===== src/line_enc_pkg.sv =====
// Purpose: Shared constants and mode codes for the multi-scheme line encoder.
// Assumes: One 125 MHz core clock; data rate default of 1 MHz.
// Notes:   Half-bit codes need two ticks per bit, so timing is kept in half-bits.
package line_enc_pkg;

  // Line code selector, one value per supported scheme
  typedef enum logic [3:0] {
    M_NRZI_ONE,     // Transition on a one
    M_NRZI_ZERO,    // Transition on a zero
    M_MAN_THOMAS,   // Zero rises mid-bit
    M_MAN_IEEE,     // One rises mid-bit
    M_DIFF_MAN,     // Differential Manchester
    M_AMI,          // Plain alternate mark inversion
    M_AMI_B8ZS,     // Eight-zero substitution variant, encoded as plain AMI
    M_AMI_HDB3,     // Four-zero substitution variant
    M_PSEUDO,       // Pseudoternary
    M_MLT3,         // Three-level cycle
    M_CMI,          // Coded mark inversion
    M_BMARK,        // Biphase mark
    M_MILLER,       // Delay code
    M_MOD_MILLER    // Miller-squared
  } line_mode_t;

  // Clock and default data rate
  localparam int unsigned CLK_HZ       = 125_000_000;
  localparam int unsigned DATA_RATE_HZ = 1_000_000;
  // Half-bit period in core cycles, rounded down
  localparam int unsigned HALF_CYC     = CLK_HZ / (2 * DATA_RATE_HZ);
  // Zero run length that triggers substitution
  localparam int unsigned RUN_ZEROS    = 4;
  // Depth of the skid buffer in front of the encoder
  localparam int unsigned BUF_DEPTH    = 2;
  // Reset values of the line state
  localparam logic        LVL_RST      = 1'b0;
  localparam logic        MARK_RST     = 1'b0;

endpackage


===== src/bit_stream_if.sv =====
// Purpose: Valid/ready stream carrier between encoder and its buffer.
// Assumes: Single clock domain.
// Notes:   Data width is a parameter; the encoder uses one bit.
`timescale 1ns/100ps
interface bit_stream_if #(
  parameter int unsigned W = 1
);
  logic         valid;  // Word offered
  logic         ready;  // Word taken when both high
  logic [W-1:0] data;   // Payload

  modport src (output valid, output data, input ready);
  modport snk (input valid, input data, output ready);
endinterface


===== src/bit_skid_buffer.sv =====
// Purpose: Small FIFO so a stalled encoder loses no input word.
// Assumes: Same clock on both sides.
// Notes:   Fill-side ready is registered so it can drive a top port directly.
`timescale 1ns/100ps
module bit_skid_buffer #(
  parameter int unsigned W     = 1,
  parameter int unsigned DEPTH = line_enc_pkg::BUF_DEPTH
)(
  input  wire logic  i_core_clk,
  input  wire logic  i_rstn,
  bit_stream_if.snk  in_s,
  bit_stream_if.src  out_s
);
  localparam int unsigned AW = (DEPTH > 1) ? $clog2(DEPTH) : 1;
  localparam int unsigned CW = $clog2(DEPTH + 1);

  logic [W-1:0]  mem [DEPTH];   // Storage
  logic [AW-1:0] wp_q;          // Write pointer
  logic [AW-1:0] rp_q;          // Read pointer
  logic [CW-1:0] cnt_q;         // Fill level
  logic [CW-1:0] cnt_d;         // Next fill level
  logic          ready_q;       // Registered not-full
  wire           push = in_s.valid & ready_q;
  wire           pop  = out_s.ready & (cnt_q != '0);

  // Pointer wrap shared by both ends
  function automatic logic [AW-1:0] nxt(input logic [AW-1:0] p);
    nxt = (p == AW'(DEPTH - 1)) ? '0 : p + AW'(1);
  endfunction

  assign cnt_d       = cnt_q + CW'(push) - CW'(pop);
  assign in_s.ready  = ready_q;
  assign out_s.valid = (cnt_q != '0);
  assign out_s.data  = mem[rp_q];

  // Storage write, no reset needed on data
  always_ff @(posedge i_core_clk) begin
    if (push) begin
      mem[wp_q] <= in_s.data;
    end
  end

  // Pointers, level and ready
  always_ff @(posedge i_core_clk or negedge i_rstn) begin
    if (!i_rstn) begin
      wp_q    <= '0;
      rp_q    <= '0;
      cnt_q   <= '0;
      ready_q <= 1'b0;
    end else begin
      if (push) wp_q <= nxt(wp_q);
      if (pop) rp_q <= nxt(rp_q);
      cnt_q   <= cnt_d;
      ready_q <= (cnt_d != CW'(DEPTH));
    end
  end
endmodule // bit_skid_buffer


===== src/multi_scheme_line_encoder.sv =====
// Purpose: Serial NRZ to selectable line code encoder, ternary output.
// Assumes: Same-clock source; mode and rate inputs held steady while running.
// Notes:   Three-bit lookahead in every mode; empty buffer sends zero bits.
`timescale 1ns/100ps
module multi_scheme_line_encoder #(
  parameter int unsigned RATE_W = 16
)(
  input  wire logic              i_core_clk,
  input  wire logic              i_rstn,
  input  wire logic [3:0]        i_mode,
  input  wire logic              i_auto_rate,
  input  wire logic [RATE_W-1:0] i_rate_half,
  input  wire logic              i_valid,
  input  wire logic              i_data,
  output logic                   o_ready,
  output logic                   o_pos,
  output logic                   o_neg,
  output logic                   o_bit_start
);
  typedef line_enc_pkg::line_mode_t mode_t;

  bit_stream_if #(.W(1)) in_s ();   // Source side of buffer
  bit_stream_if #(.W(1)) out_s ();  // Encoder side of buffer

  wire mode_t mode = mode_t'(i_mode);  // Active line code

  // Rate timing
  logic [RATE_W-1:0] cnt_q;     // Half-bit down counter
  logic [RATE_W-1:0] gap_q;     // Cycles since last accepted word
  logic [RATE_W-1:0] meas_q;    // Measured half-bit length
  logic [RATE_W-1:0] half_len;  // Half-bit length in use
  logic              h_q;       // High while in second half
  wire               tick = (cnt_q == '0);
  wire               bs   = tick & h_q;   // Bit start
  wire               mid  = tick & ~h_q;  // Bit midpoint
  wire               acc  = in_s.valid & in_s.ready;

  // Line state
  logic       lvl_q;    // Two-level line level
  logic       mark_q;   // Last pulse was positive
  logic [1:0] step_q;   // MLT-3 phase
  logic       par_q;    // Odd pulse count since last violation
  logic       prev_q;   // Previous bit sent
  logic       run_q;    // Odd ones since last zero
  logic [1:0] sec_q;    // Planned second-half output
  logic [3:0] d_q;      // Lookahead bits, [0] just sent, [1] goes next
  logic [3:0] v_q;      // Violation marks
  logic [3:0] bt_q;     // Balancing marks

  // Lookahead shift and zero-run substitution
  wire       in_bit = out_s.valid & out_s.data;  // Empty buffer sends zero
  wire [3:0] ss     = {in_bit, d_q[3:1]};
  wire [3:0] vs     = {1'b0, v_q[3:1]};
  wire [3:0] bsh    = {1'b0, bt_q[3:1]};
  wire       sub    = (mode == line_enc_pkg::M_AMI_HDB3) && (ss == '0)
                      && (vs == '0) && (bsh == '0);
  wire [3:0] vn     = sub ? {1'b1, vs[2:0]} : vs;
  wire [3:0] bn     = (sub && !par_q) ? {bsh[3:1], 1'b1} : bsh;
  wire       cur_b  = ss[0];
  wire       nxt_b  = ss[1];
  wire       tag_v  = vn[0];
  wire       tag_b  = bn[0];

  // Pulse of given polarity as {pos, neg}
  function automatic logic [1:0] pulse(input logic p);
    pulse = p ? 2'b10 : 2'b01;
  endfunction

  // Manual value, else default; auto value once measured
  assign half_len = (i_auto_rate && meas_q != '0) ? meas_q :
                    (i_rate_half != '0) ? i_rate_half :
                    RATE_W'(line_enc_pkg::HALF_CYC);

  assign in_s.valid  = i_valid;
  assign in_s.data   = i_data;
  assign o_ready     = in_s.ready;
  assign out_s.ready = bs;  // One word per bit time

  bit_skid_buffer #(
    .W     (1),
    .DEPTH (line_enc_pkg::BUF_DEPTH)
  ) u_buf (
    .i_core_clk (i_core_clk),
    .i_rstn     (i_rstn),
    .in_s       (in_s),
    .out_s      (out_s)
  );

  // Per-bit encoding table
  logic [1:0] f2;      // First-half output
  logic [1:0] s2;      // Second-half output
  logic       lvl_d;
  logic       mark_d;
  logic [1:0] step_d;
  logic       par_d;
  logic       fl;      // Miller level at bit start
  logic       midt;    // Miller mid-bit toggle
  always_comb begin
    f2     = 2'b00;
    s2     = 2'b00;
    lvl_d  = lvl_q;
    mark_d = mark_q;
    step_d = step_q;
    par_d  = par_q;
    fl     = (!cur_b && !prev_q) ? ~lvl_q : lvl_q;
    midt   = cur_b && !(mode == line_enc_pkg::M_MOD_MILLER && !nxt_b && run_q);
    case (mode)
      line_enc_pkg::M_NRZI_ONE: begin
        lvl_d = lvl_q ^ cur_b;
        f2    = {lvl_d, 1'b0};
        s2    = f2;
      end
      line_enc_pkg::M_NRZI_ZERO: begin
        lvl_d = lvl_q ^ ~cur_b;
        f2    = {lvl_d, 1'b0};
        s2    = f2;
      end
      line_enc_pkg::M_MAN_IEEE: begin
        f2    = {~cur_b, 1'b0};
        s2    = {cur_b, 1'b0};
        lvl_d = cur_b;
      end
      line_enc_pkg::M_MAN_THOMAS: begin
        f2    = {cur_b, 1'b0};
        s2    = {~cur_b, 1'b0};
        lvl_d = ~cur_b;
      end
      line_enc_pkg::M_DIFF_MAN: begin
        f2    = {cur_b ? lvl_q : ~lvl_q, 1'b0};
        lvl_d = ~f2[1];
        s2    = {lvl_d, 1'b0};
      end
      line_enc_pkg::M_AMI, line_enc_pkg::M_AMI_B8ZS: begin
        // Eight-zero substitution not supported; sent as plain marks
        if (cur_b) begin
          mark_d = ~mark_q;
          f2     = pulse(mark_d);
        end
        s2 = f2;
      end
      line_enc_pkg::M_AMI_HDB3: begin
        if (tag_v) begin
          f2    = pulse(mark_q);
          par_d = 1'b0;
        end else if (cur_b || tag_b) begin
          mark_d = ~mark_q;
          par_d  = ~par_q;
          f2     = pulse(mark_d);
        end
        s2 = f2;
      end
      line_enc_pkg::M_PSEUDO: begin
        if (!cur_b) begin
          mark_d = ~mark_q;
          f2     = pulse(mark_d);
        end
        s2 = f2;
      end
      line_enc_pkg::M_MLT3: begin
        step_d = step_q + {1'b0, cur_b};
        f2     = (step_d == 2'd1) ? 2'b10 : (step_d == 2'd3) ? 2'b01 : 2'b00;
        s2     = f2;
      end
      line_enc_pkg::M_CMI: begin
        if (cur_b) begin
          lvl_d = ~lvl_q;
          f2    = {lvl_d, 1'b0};
          s2    = f2;
        end else begin
          f2    = 2'b00;
          s2    = 2'b10;
          lvl_d = 1'b1;
        end
      end
      line_enc_pkg::M_BMARK: begin
        f2    = {~lvl_q, 1'b0};
        lvl_d = cur_b ? lvl_q : ~lvl_q;
        s2    = {lvl_d, 1'b0};
      end
      line_enc_pkg::M_MILLER, line_enc_pkg::M_MOD_MILLER: begin
        f2    = {fl, 1'b0};
        lvl_d = fl ^ midt;
        s2    = {lvl_d, 1'b0};
      end
      default: begin
        f2 = 2'b00;  // Unused codes idle at zero
        s2 = 2'b00;
      end
    endcase
  end

  // Half-bit timer and rate measurement
  always_ff @(posedge i_core_clk or negedge i_rstn) begin
    if (!i_rstn) begin
      cnt_q  <= '0;
      gap_q  <= '0;
      meas_q <= '0;
      h_q    <= 1'b1;
    end else begin
      cnt_q <= tick ? half_len - RATE_W'(1) : cnt_q - RATE_W'(1);
      if (tick) h_q <= ~h_q;
      if (acc) begin
        gap_q <= RATE_W'(1);
        if (gap_q >= RATE_W'(2)) meas_q <= gap_q >> 1;
      end else if (gap_q != '1) begin
        gap_q <= gap_q + RATE_W'(1);  // Saturates
      end
    end
  end

  // Line state and outputs
  always_ff @(posedge i_core_clk or negedge i_rstn) begin
    if (!i_rstn) begin
      lvl_q       <= line_enc_pkg::LVL_RST;
      mark_q      <= line_enc_pkg::MARK_RST;
      step_q      <= '0;
      par_q       <= 1'b0;
      prev_q      <= 1'b1;
      run_q       <= 1'b0;
      sec_q       <= '0;
      d_q         <= '0;
      v_q         <= '0;
      bt_q        <= '0;
      o_pos       <= 1'b0;
      o_neg       <= 1'b0;
      o_bit_start <= 1'b0;
    end else begin
      o_bit_start <= bs;
      if (bs) begin
        {o_pos, o_neg} <= f2;
        sec_q  <= s2;
        lvl_q  <= lvl_d;
        mark_q <= mark_d;
        step_q <= step_d;
        par_q  <= par_d;
        prev_q <= cur_b;
        run_q  <= cur_b ? ~run_q : 1'b0;
        d_q    <= ss;
        v_q    <= vn;
        bt_q   <= bn;
      end else if (mid) begin
        {o_pos, o_neg} <= sec_q;
      end
    end
  end
endmodule // multi_scheme_line_encoder


===== config.mk =====
export PLATFORM = sky130hd
export DESIGN_NAME = multi_scheme_line_encoder
export DESIGN_NICKNAME = d
export VERILOG_FILES = /design/src/line_enc_pkg.sv /design/src/bit_stream_if.sv /design/src/bit_skid_buffer.sv /design/src/multi_scheme_line_encoder.sv
export SDC_FILE = /design/constraint.sdc
export NUM_CORES = 1
export LEC_CHECK = 0
export ABC_CLOCK_PERIOD_IN_PS = 3950
export BUFFER_PORTS_ARGS = -buffer_cell sky130_fd_sc_hd__buf_2
export CORE_MARGIN = 2
export CORE_UTILIZATION = 49
export DETAILED_ROUTE_END_ITERATION = 8
export GPL_TIMING_DRIVEN = 1
export PLACE_DENSITY = 0.64
export SLEW_MARGIN = 20
export SYNTH_ARGS = -nofsm -noshare
export SYNTH_HDL_FRONTEND = slang
export SYNTH_HIERARCHICAL = 1
export SYNTH_SLANG_ARGS = --single-unit

===== constraint.sdc =====
create_clock -name i_core_clk -period 3.95 [get_ports i_core_clk]
set_input_delay 0.79 -clock i_core_clk [delete_from_list [all_inputs] [get_ports i_core_clk]]
set_output_delay 0.79 -clock i_core_clk [all_outputs]
set_load 0.01 [all_outputs]

; ---- After elaboration in Yosys (flattened, before gate mapping)
; Memories as Yosys holds them, arrays and structs flattened.
; Index checks and enable logic that the tools add are counted.
[totals]
reg_bits = 73
latch_bits = 0
ram_bits = 2
mem_bits_ro = 0
input_bits = 25
output_inout_bits = 4
elab_cells = 140
mem_count = 1
[classes]
n_addsub = 8
n_mul = 0
n_div = 0
order_cmp = 1
n_eq_ne = 21
n_shift = 0
n_mux = 39
bitwise = 15
n_reduce_logical = 35
[memory_table]
columns = memory, depth, word_bits, read_ports, rd_ports_with_merged_regs, wr, line
row1 = u_buf.mem, 2, 1, 1, 0, 1, bit_skid_buffer.sv:17  ; logic [W-1:0] mem [DEPTH];
[ops]
columns = cell, n
row1 = 16-bit two-way mux, 5
row2 = 2-bit case mux with 12 select lines, 2
row3 = 16-bit nonzero test, 2
row4 = 16-bit by 1-bit subtractor with 16-bit output (second input constant), 2
row5 = 4-bit == test (second input constant), 6
row6 = 1-bit two-way mux, 20
row7 = 2-bit two-way mux, 9
row8 = 16-bit by 1-bit adder with 16-bit output (second input constant), 1
row9 = 4-bit by 3-bit == test with 1-bit output (second input constant), 4
row10 = 16-bit by 2-bit >= comparator with 1-bit output (second input constant), 1
row11 = 16-bit zero test, 1
row12 = 16-bit != test (second input constant), 1
row13 = 4-bit zero test, 3
row14 = 1-bit logical AND, 9
row15 = 4-bit by 2-bit == test with 1-bit output (second input constant), 2
row16 = 2-bit != test (second input constant), 4
row17 = 1-bit case mux with 8 select lines, 1
row18 = 2-bit nonzero test, 4
row19 = 8-bit nonzero test, 1
row20 = 1-bit inverter, 7
row21 = 2-bit AND reduction, 3
row22 = 6-bit AND reduction, 1
row23 = 1-bit AND, 5
row24 = 1-bit zero test, 5
row25 = other kinds (15), 20

; ---- Longest topological paths before layout
; Gate-level depths: netlist of the first run.
[depth]
ltp_word = 13
ltp_mapped = 13
mapped_depth_nobuf = 10

; ---- Hierarchy
; The synthesis of the first run kept the hierarchy.
[modules_own_cells]
columns = mod, n_inst, cells_per_inst, area_each_um2, seq_area_each_um2
row1 = multi_scheme_line_encoder, 1, 397, 3784.9, 1654.1
row2 = bit_skid_buffer, 1, 27, 337.8, 185.2

; ---- Worst setup path before layout of the first run
; Ideal clock, no wire load.
[synth_timing]
path_kind = reg2reg
start = register cnt_q[2] (netlist name)
end = register u_buf.ready_q, in the netlist u_buf/in_s.ready
setup_time_ns = 0.131
arrival_time_ns = 2.585
required_ns = 3.819
slack_ns = 1.234
path_stages_with_launch = 14
path_buffers = 3
period_less_slack_ns = 2.716
cell_sequence = dfrtp_1 -> nor4_1 -> and4_1 -> buf_2 -> buf_2 -> nand2_1 -> inv_1 -> buf_2 -> nand2_1 -> xor2_1 -> ha_1 -> nand2b_1 -> a221oi_1 -> nor3_1
[synth_rtl]
columns = item, line
row1 = to (signal assigned), bit_skid_buffer.sv:54  ; ready_q <= (cnt_d != CW'(DEPTH));
row2 = to (decl), bit_skid_buffer.sv:22  ; logic ready_q;

==> results of run 1 <==
final cells by class:
type | instances | area share (%)
multi-input cells | 320 | 47.39
flip-flops and latches | 73 | 40.34
repair buffers | 33 | 3.952
well taps | 105 | 2.881
clock buffers | 9 | 2.717
clock inverters | 7 | 1.564
inverters | 14 | 1.153
stage by stage:
step / std cells / utilization (%) / setup WS [ns] / total power [uW]
global placement: 545 / 53.35 / 1.044 / 1737
CTS: 561 / 55.77 / 0.9876 / 2341
finish: 561 / 55.77 / 0.9885 / 2328
floorplan: 424 / - / 1.234 / 1562
global route: 561 / 55.77 / 0.7241 / 2475
detailed placement: 545 / 53.38 / 0.9285 / 1759
final timing paths:
kind / slack, ns / cells after the start / to
setup / recovery: 0.99 / 11 / u_buf/in_s.ready$_DFF_PN0_
hold / removal: 0.46 / 1 / step_q[1]$_DFFE_PN0P_
setup reg to reg: 0.99 / 11 / u_buf/in_s.ready$_DFF_PN0_
hold reg to reg: 0.48 / 2 / sec_q[1]$_DFFE_PN0P_
max in group asynchronous: 2.85 / 2 / meas_q[4]$_DFFE_PN0P_
min in group i_core_clk: 0.48 / 2 / sec_q[1]$_DFFE_PN0P_
where the power goes:
part	internal (uW)	switching (uW)
combinational	317	387
clock	290	292
sequential	893	149
total	1500	828
state kept, by name (all words and copies together), names as in the netlist:
register,cells
meas_q,15
u_buf/wp_q,1
par_q,1
gap_q,16
u_buf/rp_q,1
prev_q,1
step_q,2
cnt_q,16
lvl_q,1
sec_q,2
o_bit_start,1
u_buf/mem,2
d_q,3
u_buf/in_s.ready,1
mark_q,1
run_q,1
v_q,3
o_pos,1
o_neg,1
h_q,1
u_buf/cnt_q,2
kinds of logic after synthesis:
kind of cell / synth area share [%]
and+or+nand+nor: 24.95
AOI/OAI and AO/OA: 12.99
DFF: 44.61
xor gates and xnor gates: 6.798
buffers and inverters: 2.974
muxes: 5.311
adders and majority gates: 2.367
metal layers:
layer | global-route usage (%) | vias to the layer above | wire [um]
met5 | 0 | - | 0
met4 | 7.143 | 0 | 102
met3 | 3.054 | 9 | 248
met2 | 31.35 | 57 | 4151
met1 | 30.64 | 1586 | 4428
li1 | - | 1594 | -
cell usage after synthesis (3+ instances only):
master and number:
nand2b_1 5, nand3_1 12, mux2_2 15, nor2b_1 7, inv_1 13, xnor2_1 18
nand2_1 51, nor2_1 36, mux2i_1 5, a41oi_1 4, or3_1 5, xor2_1 14
nor4_1 13, nor3_1 11, nor4_4 3, a21oi_1 21, nor4_2 4, and4_1 3
a211oi_1 4, and2_1 3, nor3b_1 3, o21ai_0 18, ha_1 7, clkbuf_1 12
or4_1 3, buf_2 5, nor4b_1 4, dfrtp_1 69, nand4_1 9, a31oi_1 7
critical path: stages, from the launching register on:
cell and delay [ns]:
dfrtp_1 0.41, nor4_1 0.39, and4_1 0.64, nand2_1 0.11, buf_4 0.20, inv_1 0.08
nand2_1 0.09, xor2_1 0.15, ha_1 0.24, nand2b_1 0.16, a221oi_1 0.27, nor3_1 0.10
layout by cell type (no fill, tap or decap), drive strengths merged, types with 14 or more instances in the layout:
master | netlist | final
a21oi | 22 | 22
buf | 5 | 33
dfrtp | 69 | 69
inv | 14 | 14
mux2 | 15 | 15
nand2 | 51 | 51
nor2 | 36 | 36
nor4 | 20 | 20
o21ai | 18 | 18
xnor2 | 18 | 18
xor2 | 14 | 14
==> impl_metrics.csv, run 1 <==
group,metric,value,unit
critical_path,arrival,3.19,ns
synthesis,synth.top_cell.area_share,41.88,%
cells_and_area,stdcell_area,0.004559,mm2
floorplanning,start_util,50.43,%
sta,fin_skew,0.006078,ns
placement,postPlaceCellArea,0.004364,mm2
placement,dp_hpwl,6497,um
synthesis,synth_top_area_cell,"dfrtp_1",
cts,path_clk_slew,0.08,ns
route,wl,8931,um
sta,worstMarginPinSlew,0.6760,ns
cts,cts_root_buf,"clkbuf_8",
synthesis,async_flop_share,97.26,%
route,ant_nets,0,
grt,grt_max_degree,50,
synthesis,ys_ff_latch,73,
cts,cts_num_sinks,73,
cells_and_area,nNetsFinal,483,
critical_path,rr_startpoint,"cnt_q[5]$_DFF_PN0_",
floorplanning,die_area,0.009163,mm2
route,avgRoutedWirePerCell,15.92,um
route,vias,3246,
sta,slew_headroom,54.56,%
route,vias_per_cell,5.786,
placement,gp_congestion,0.9116,
run,maxCapViolCount,0,
grt,grt_first_pass_wirelength,14590,um
floorplanning,fp.dieW,95.73,um
critical_path,cp-start-kind,"flip-flop",
sta,rsz0062_at_grt,"no",
synthesis,seq_area_frac_synth,44.61,%
sta,fmax,337.7,MHz
critical_path,crit_start,"cnt_q[5]$_DFF_PN0_",
synthesis,ys_types,62,
sta,min_period_over_period,74.97,%
critical_path,crit_type,"reg -> reg",
sta,setup_violations,0,
cts,clk-insertion-delay-late,0.34,ns
cells_and_area,fill_cells,753,
grt,antenna_found_initial,0,
outcome,outcome,"finished, final reports clean",
sta,slew_viol_final,0,
route,drt_iter0_markers,169,
placement,portBuffers,28,
critical_path,critical_path_peak_fanout,16,
cts,cts_tree,"built",
synthesis,syn-num-nets,456,
floorplanning,ios,29,
cells_and_area,final_layout_size_suffix_gt1_share,18.42,%
critical_path,crit_path_end_kind,"flip-flop",
synthesis,postSynthAreaPerCell,9.723,um2
synthesis,ys.flop_type,"dfrtp_1",
cts,postCtsSetupBuffers,0,
synthesis,yosys_warnings,6,
synthesis,yosys-top-cells-area,"dfrtp_1 42%, nand2_1 4.6%, mux2_2 4.1%, xnor2_1 3.8%, nor2_1 3.3%",
floorplanning,rows,33,
grt,grt_pass1_vias,2911,
sta,period_minus_slack,2.961,ns
floorplanning,dieHeight,95.73,um
cells_and_area,regArea,0.001839,mm2
sta,finalHoldViolations,0,
floorplanning,core,0.008175,mm2
cts,htreeDepth,3,
sta,hold_ws,0.4571,ns
synthesis,syn_inst,424,
sta,setup_tns,0,ns
cts,ctsHoldBuffers,0,
synthesis,synth_area,0.004123,mm2
grt,grt_usage,20.78,%
power,pwr_density_cell,510.6,mW/mm2
cells_and_area,multi_input_area,0.002161,mm2
power,cellLeakagePower,0.001979,uW
min_path,hold_class,"in -> async",
power,ir_drop,246.7,uV
cts,cts_buffers,9,
route,route.detailed.drc,0,
cells_and_area,diodes,0,
synthesis,synth_edf_count,2,
cts,clock_path_buffers,2,
cts,post_cts_resized,0,
route,firstDrtPassIters,4,
grt,grt_overflow,0,
cells_and_area,syn_to_final_growth,10.59,%
critical_path,worst_ep_required_time,4.17,ns
Power figures use the tool's default switching activity.
==> run 2, diff against run 1 <==
Settings changed: ABC_AREA set to 1, ABC_CLOCK_PERIOD_IN_PS 3950 to 2900.
Clock period 3.95 ns to 2.9 ns, I/O delays scaled along.
==> run 2 against run 1 <==
Sequential share of layout area down 3.5 points. Sequential cell count unchanged. Core utilization down 1.0 points. Clock skew up 0.0026 ns. Critical path depth up 3. Clock power up 47%. Power down 14%. Register-to-register slack worse by 0.58 ns. Clock-buffer cell count up 2. Routed wire length up 14%. First-iteration DRC count up 25%. Sequential power about the same. Critical path type unchanged.
==> impl_metrics.csv, run 2 <==
group,metric,value,unit
placement,dp_hpwl,7884,um
power,totalPowerFinal,2005,uW
grt,grt_overflow,0,
critical_path,worst_ep_required_time,3.13,ns
sta,slew_headroom,52.02,%
sta,setup_tns,0,ns
cells_and_area,syn_to_final_growth,10.14,%
cells_and_area,nNetsFinal,695,
synthesis,synth_fa_ha_area_share,1.935,%
floorplanning,fp.dieW,100.1,um
sta,slew_viol_final,0,
cells_and_area,stdcell_area,0.004986,mm2
sta,period_minus_slack,2.489,ns
sta,worst_slack,0.4114,ns
synthesis,synth-compound-area-share,8.679,%
synthesis,async_flop_share,97.26,%
synthesis,syn_inst,633,
route,ant_nets,0,
cts,path_clk_slew,0.08,ns
grt,grt_pass1_vias,3805,
route,wl,10190,um
power,cellLeakagePower,0.002541,uW
placement,gp_congestion,0.8851,
cells_and_area,multi_input_area,0.002253,mm2
synthesis,synth_top_area_cell,"dfrtp_1",
critical_path,r2r_cells,14,
route,firstDrtPassIters,5,
synthesis,yosys_warnings,6,
route,avgRoutedWirePerCell,13.08,um
sta,fmax,401.8,MHz
synthesis,synth_xor_area_share,1.935,%
cells_and_area,layout_commonest_cell,"nand2_1",
grt,antenna_found_initial,0,
sta,finalHoldViolations,0,
cts,clk-insertion-delay-late,0.35,ns
synthesis,synth.area.mux_share,0,%
cts,ctsHoldBuffers,0,
cts,clock_path_buffers,2,
floorplanning,ios,29,
floorplanning,dieHeight,100.1,um
synthesis,synth_common_cells,"172 x nand2_1, 91 x inv_1, 79 x nor2_1, 69 x dfrtp_1, 39 x nand3_1",
sta,worstMarginPinSlew,0.7197,ns
route,drt_iter0_markers,212,
floorplanning,rows,35,
power,pwr_density_cell,402.1,mW/mm2
run,maxCapViolCount,0,
critical_path,critical_path_peak_fanout,16,
placement,postPlaceCellArea,0.004775,mm2
synthesis,synthSimpleGateAreaFrac,37.06,%
synthesis,seq_area_frac_synth,40.63,%
floorplanning,start_util,49.70,%
cells_and_area,regArea,0.001839,mm2
grt,grt_usage,22.03,%
critical_path,rr_startpoint,"meas_q[1]$_DFFE_PN0P_",
floorplanning,die_area,0.01002,mm2
cts,post_cts_resized,0,
synthesis,ys_ff_latch,73,
sta,min_period_over_period,85.81,%
cells_and_area,mostFrequentLayoutCells,"172 x nand2_1, 91 x inv_1, 79 x nor2_1",
synthesis,syn-num-nets,665,
min_path,hold_class,"in -> async",
cts,htreeDepth,3,
cells_and_area,diodes,0,
synthesis,synth.most_common_cell,"nand2_1",
synthesis,synth.top_cell.area_share,38.14,%
cts,cts_tree,"built",
synthesis,synth_edf_count,2,
cells_and_area,fill_cells,875,
route,vias,3985,
route,route.detailed.drc,0,
placement,dp.cells,763,
critical_path,reg2reg_to,"cnt_q[8]$_DFF_PN0_",
synthesis,synth_area,0.004527,mm2
synthesis,ys.flop_type,"dfrtp_1",
sta,fin_skew,0.008710,ns
synthesis,ys_types,39,
cts,postCtsSetupBuffers,0,
outcome,outcome,"finished, final reports clean",
critical_path,rrSetupSlack,0.41,ns
cts,cts_root_buf,"clkbuf_8",
critical_path,crit_path_end_kind,"flip-flop",
synthesis,postSynthAreaPerCell,7.151,um2
sta,setup_violations,0,
critical_path,cp-start-kind,"flip-flop",
power,ir_drop,255.5,uV
cells_and_area,largestRegisters,"cnt_q (16), gap_q (16), meas_q (15)",
cells_and_area,final_layout_size_suffix_gt1_share,14.52,%
cts,cts_num_sinks,73,
critical_path,arrival,2.72,ns
grt,grt_first_pass_wirelength,17570,um
grt,grt_max_degree,43,
route,vias_per_cell,5.116,
cts,cts_buffers,9,
synthesis,synth_top_family_by_area,"simple AND/OR/NAND/NOR gates",
placement,dp_slack,0.3722,ns
cells_and_area,stdcell_count,779,
sta,rsz0062_at_grt,"no",
floorplanning,core,0.009109,mm2
placement,portBuffers,28,
synthesis,yosys-top-cells-area,"dfrtp_1 38%, nand2_1 14%, inv_1 7.5%, nor2_1 6.6%, nand3_1 4.3%",
critical_path,crit_type,"reg -> reg",
[run 2: cell count changes after synthesis, moves of 11 or more]
cell and delta:
nand2_1 +121, mux2_2 -15, nand3_1 +27, o21ai_0 +15, nand2_2 +22, xnor2_1 -17
nor2_1 +43, nor4_1 -11, inv_1 +78
[run 2: final cells by class]
cell class                      instances  share of cell area (%)
Tap cell                              111                   2.785
Multi-Input combinational cell        451                   45.19
Timing Repair Buffer                   32                   3.664
Inverter                               96                   7.227
Clock buffer                           11                   2.635
Clock inverter                          5                   1.606
Sequential cell                        73                   36.89
[run 2: worst max-delay path, cell delays in order (launching register included)]
cell and delay (ns):
dfrtp_1 0.44, nor2_1 0.10, nand2_1 0.07, nor2_2 0.12
nand2_4 0.13, nand2_4 0.20, nand2_1 0.11, nor2_1 0.10
nor2_1 0.06, nor2_2 0.15, ha_1 0.22, nand3_1 0.11
nor2_1 0.27, nand2_1 0.13, xor2_1 0.15
[run 2: kinds of logic (layout without fill, tap and decap cells)]
kind of cell             after synthesis  after routing
adder cells (fa/ha/maj)                7              7
buffers and inverters                109            144
XOR/XNOR                              10             10
flip-flops                            73             73
AND/OR/NAND/NOR                      364            364
AO/OA/AOI/OAI                         70             70
[run 2: per-layer routing]
metal	vias to the layer above	share of wire, %	global-route usage [%]
met5	-	0	0
met1	1815	48	30.92
met4	0	1.2	6.006
met3	13	4.9	4.805
met2	96	45	34.77
li1	2061	-	-
[run 2: through the flow]
step	utilization, %	hold WS [ns]
final	54.74	0.2900
after global routing	54.74	0.3399
after CTS	54.74	0.3035
after detailed placement	52.42	0.4615
after global placement	52.42	0.4592
after floorplan	-	0.2844
[run 2: where the power goes]
part           switching, uW  leakage [uW]  internal, uW
combinational           82.4       0.00157          39.2
clock                    371     0.0000995           484
sequential              3.86      0.000872          1020
[run 2: worst max-delay path by stage]
stage          slack [ns]             startpoint  cells after the start                          to
6_report             0.41  meas_q[1]$_DFFE_PN0P_                     14          cnt_q[8]$_DFF_PN0_
5_1_grt              0.14  meas_q[1]$_DFFE_PN0P_                     17         cnt_q[14]$_DFF_PN0_
4_1_cts              0.40  meas_q[9]$_DFFE_PN0P_                     14          cnt_q[8]$_DFF_PN0_
3_5_place_dp         0.37            i_auto_rate                     10          cnt_q[8]$_DFF_PN0_
3_3_place_gp         0.37            i_auto_rate                     10          cnt_q[8]$_DFF_PN0_
2_1_floorplan        0.67     cnt_q[5]$_DFF_PN0_                     21  u_buf/in_s.ready$_DFF_PN0_
==> run 3, diff against run 2 <==
Settings changed: GPL_TIMING_DRIVEN 1 to 0.
==> run 3 against run 2 <==
Combinational power about the same. Critical path depth grew 7. Routed wire length rose by 1.9%. Register-to-register slack got worse by 0.12 ns. First-iteration DRC count decreased by 14%. Global-route usage is 0.40 points higher. Sequential share of layout area fell by 0.36 points. Sequential cell count did not move. Hold slack worse by 0.17 ns.
==> impl_metrics.csv, run 3 (synthesis gave the netlist of run 2 again) <==
group,metric,value,unit
min_path,hold_class,"in -> async",
run,maxCapViolCount,0,
cells_and_area,largestRegisters,"cnt_q (16), gap_q (16), meas_q (15)",
route,wl_met3,382,um
cts,cts_root_buf,"clkbuf_8",
cells_and_area,nNetsFinal,705,
cts,path_clk_slew,0.08,ns
cts,clk-insertion-delay-late,0.35,ns
cells_and_area,mostFrequentLayoutCells,"172 x nand2_1, 91 x inv_1, 78 x nor2_1",
route,firstDrtPassIters,5,
grt,grt_pass1_vias,3947,
sta,period_minus_slack,2.613,ns
critical_path,arrival,2.87,ns
cts,post_cts_resized,0,
floorplanning,core,0.009109,mm2
sta,slew_headroom,68.76,%
grt,grt_max_degree,52,
sta,fmax,382.7,MHz
floorplanning,ios,29,
cts,htreeDepth,3,
sta,finalHoldViolations,0,
outcome,outcome,"finished, final reports clean",
cts,cts_buffers,9,
power,cellLeakagePower,0.002569,uW
critical_path,crit_type,"reg -> reg",
power,pwr_density_cell,385.2,mW/mm2
route,route.detailed.drc,0,
cells_and_area,stdcell_area,0.005035,mm2
critical_path,critical_path_peak_fanout,12,
grt,grt_first_pass_wirelength,18030,um
sta,setup_violations,0,
route,wl,10380,um
cells_and_area,diodes,0,
critical_path,cp-start-kind,"flip-flop",
cells_and_area,final_layout_size_suffix_gt1_share,15.19,%
cts,clock_path_buffers,2,
sta,min_period_over_period,90.10,%
route,ant_nets,0,
cts,cts_tree,"built",
sta,setup_tns,0,ns
cts,postCtsSetupBuffers,0,
route,vias,4012,
floorplanning,start_util,49.70,%
route,drt_iter0_markers,183,
grt,grt_usage,22.43,%
floorplanning,rows,35,
cts,cts_num_sinks,73,
sta,worst_slack,0.2871,ns
power,totalPowerFinal,1940,uW
sta,fin_skew,0.009827,ns
placement,dp_hpwl,7971,um
route,vias_per_cell,5.085,
cells_and_area,syn_to_final_growth,11.22,%
placement,portBuffers,28,
cells_and_area,finalCoreUtilization,55.27,%
placement,dp_slack,0.1890,ns
route,top_layer,"met4",
grt,grt_overflow,0,
critical_path,crit_path_end_kind,"flip-flop",
sta,worstMarginPinSlew,0.4651,ns
grt,antenna_found_initial,0,
placement,postPlaceCellArea,0.004836,mm2
floorplanning,dieHeight,100.1,um
power,ir_drop,260.3,uV
sta,rsz0062_at_grt,"no",
cells_and_area,fill_cells,886,
critical_path,worst_ep_required_time,3.15,ns
floorplanning,die_area,0.01002,mm2
route,met1_length,5163,um
route,avgRoutedWirePerCell,13.16,um
placement,gp_congestion,0.9223,
route,wl_met2,4664,um
sta,slew_viol_final,0,
cts,ctsHoldBuffers,0,
floorplanning,fp.dieW,100.1,um
cells_and_area,layout_commonest_cell,"nand2_1",
-- run 3: cell count changes in the layout (fill, tap and decap cells not counted), sizes merged --
cell / delta
clkbuf: +4
bufinv: -1
buf: +6
clkinvlp: +1
-- run 3: report_power, final --
part / internal, uW / switching (uW) / leakage [uW]
logic: 42.9 / 81.7 / 0.00161
registers: 1020 / 4.01 / 0.000872
clock network: 396 / 390 / 0.0000856
total: 1460 / 476 / 0.00257
-- run 3: through the flow --
stage,hold WS (ns),instances
final,0.1219,789
after global routing,0.1363,789
after CTS,0.1185,789
after detailed placement,0.4730,773
after global placement,0.4588,772
after floorplan,0.2844,633
-- run 3: worst max-delay path, cell delays in order, from the launching register on --
cell and delay, ns:
dfrtp_1 0.39, nor2_1 0.17, nand3_1 0.13, nor2_2 0.11, nand2_2 0.11, inv_2 0.12
buf_6 0.16, nand2_2 0.13, inv_2 0.11, buf_6 0.15, inv_2 0.05, nor2_4 0.12
inv_1 0.05, nand3_1 0.06, nand2_1 0.05, ha_1 0.18, inv_1 0.06, nand2_1 0.06
nand2_2 0.07, nand3_1 0.09, nand2_2 0.08, nand2_2 0.04
-- run 3: path summary, 6_finish.rpt --
kind	startpoint	end	slack, ns	cells after the start
setup / recovery	cnt_q[1]$_DFF_PN0_	u_buf/in_s.ready$_DFF_PN0_	0.29	21
hold / removal	i_rstn	cnt_q[11]$_DFF_PN0_	0.12	1
setup reg to reg	cnt_q[1]$_DFF_PN0_	u_buf/in_s.ready$_DFF_PN0_	0.29	21
hold reg to reg	prev_q$_DFFE_PN1P_	prev_q$_DFFE_PN1P_	0.48	2
max in group asynchronous	i_rstn	prev_q$_DFFE_PN1P_	2.20	2
min in group i_core_clk	i_data	u_buf/mem[0]$_DFFE_PP_	0.41	1
-- run 3: final cells by class --
type | count | area (um2) | area share, %
Tap cell | 111 | 138.9 | 2.758
Sequential cell | 73 | 1839 | 36.53
Inverter | 96 | 360.3 | 7.157
Multi-Input combinational cell | 451 | 2248 | 44.66
Clock buffer | 11 | 131.4 | 2.609
Clock inverter | 5 | 57.56 | 1.143
Buffer | 13 | 88.84 | 1.764
Timing Repair Buffer | 29 | 170.2 | 3.380
-- run 3: routing by layer --
| layer | up-vias | track usage, % |
|---|---|---|
| li1 | 2082 | - |
| met3 | 13 | 4.387 |
| met2 | 75 | 35.91 |
| met5 | - | 0 |
| met1 | 1842 | 30.62 |
| met4 | 0 | 7.798 |
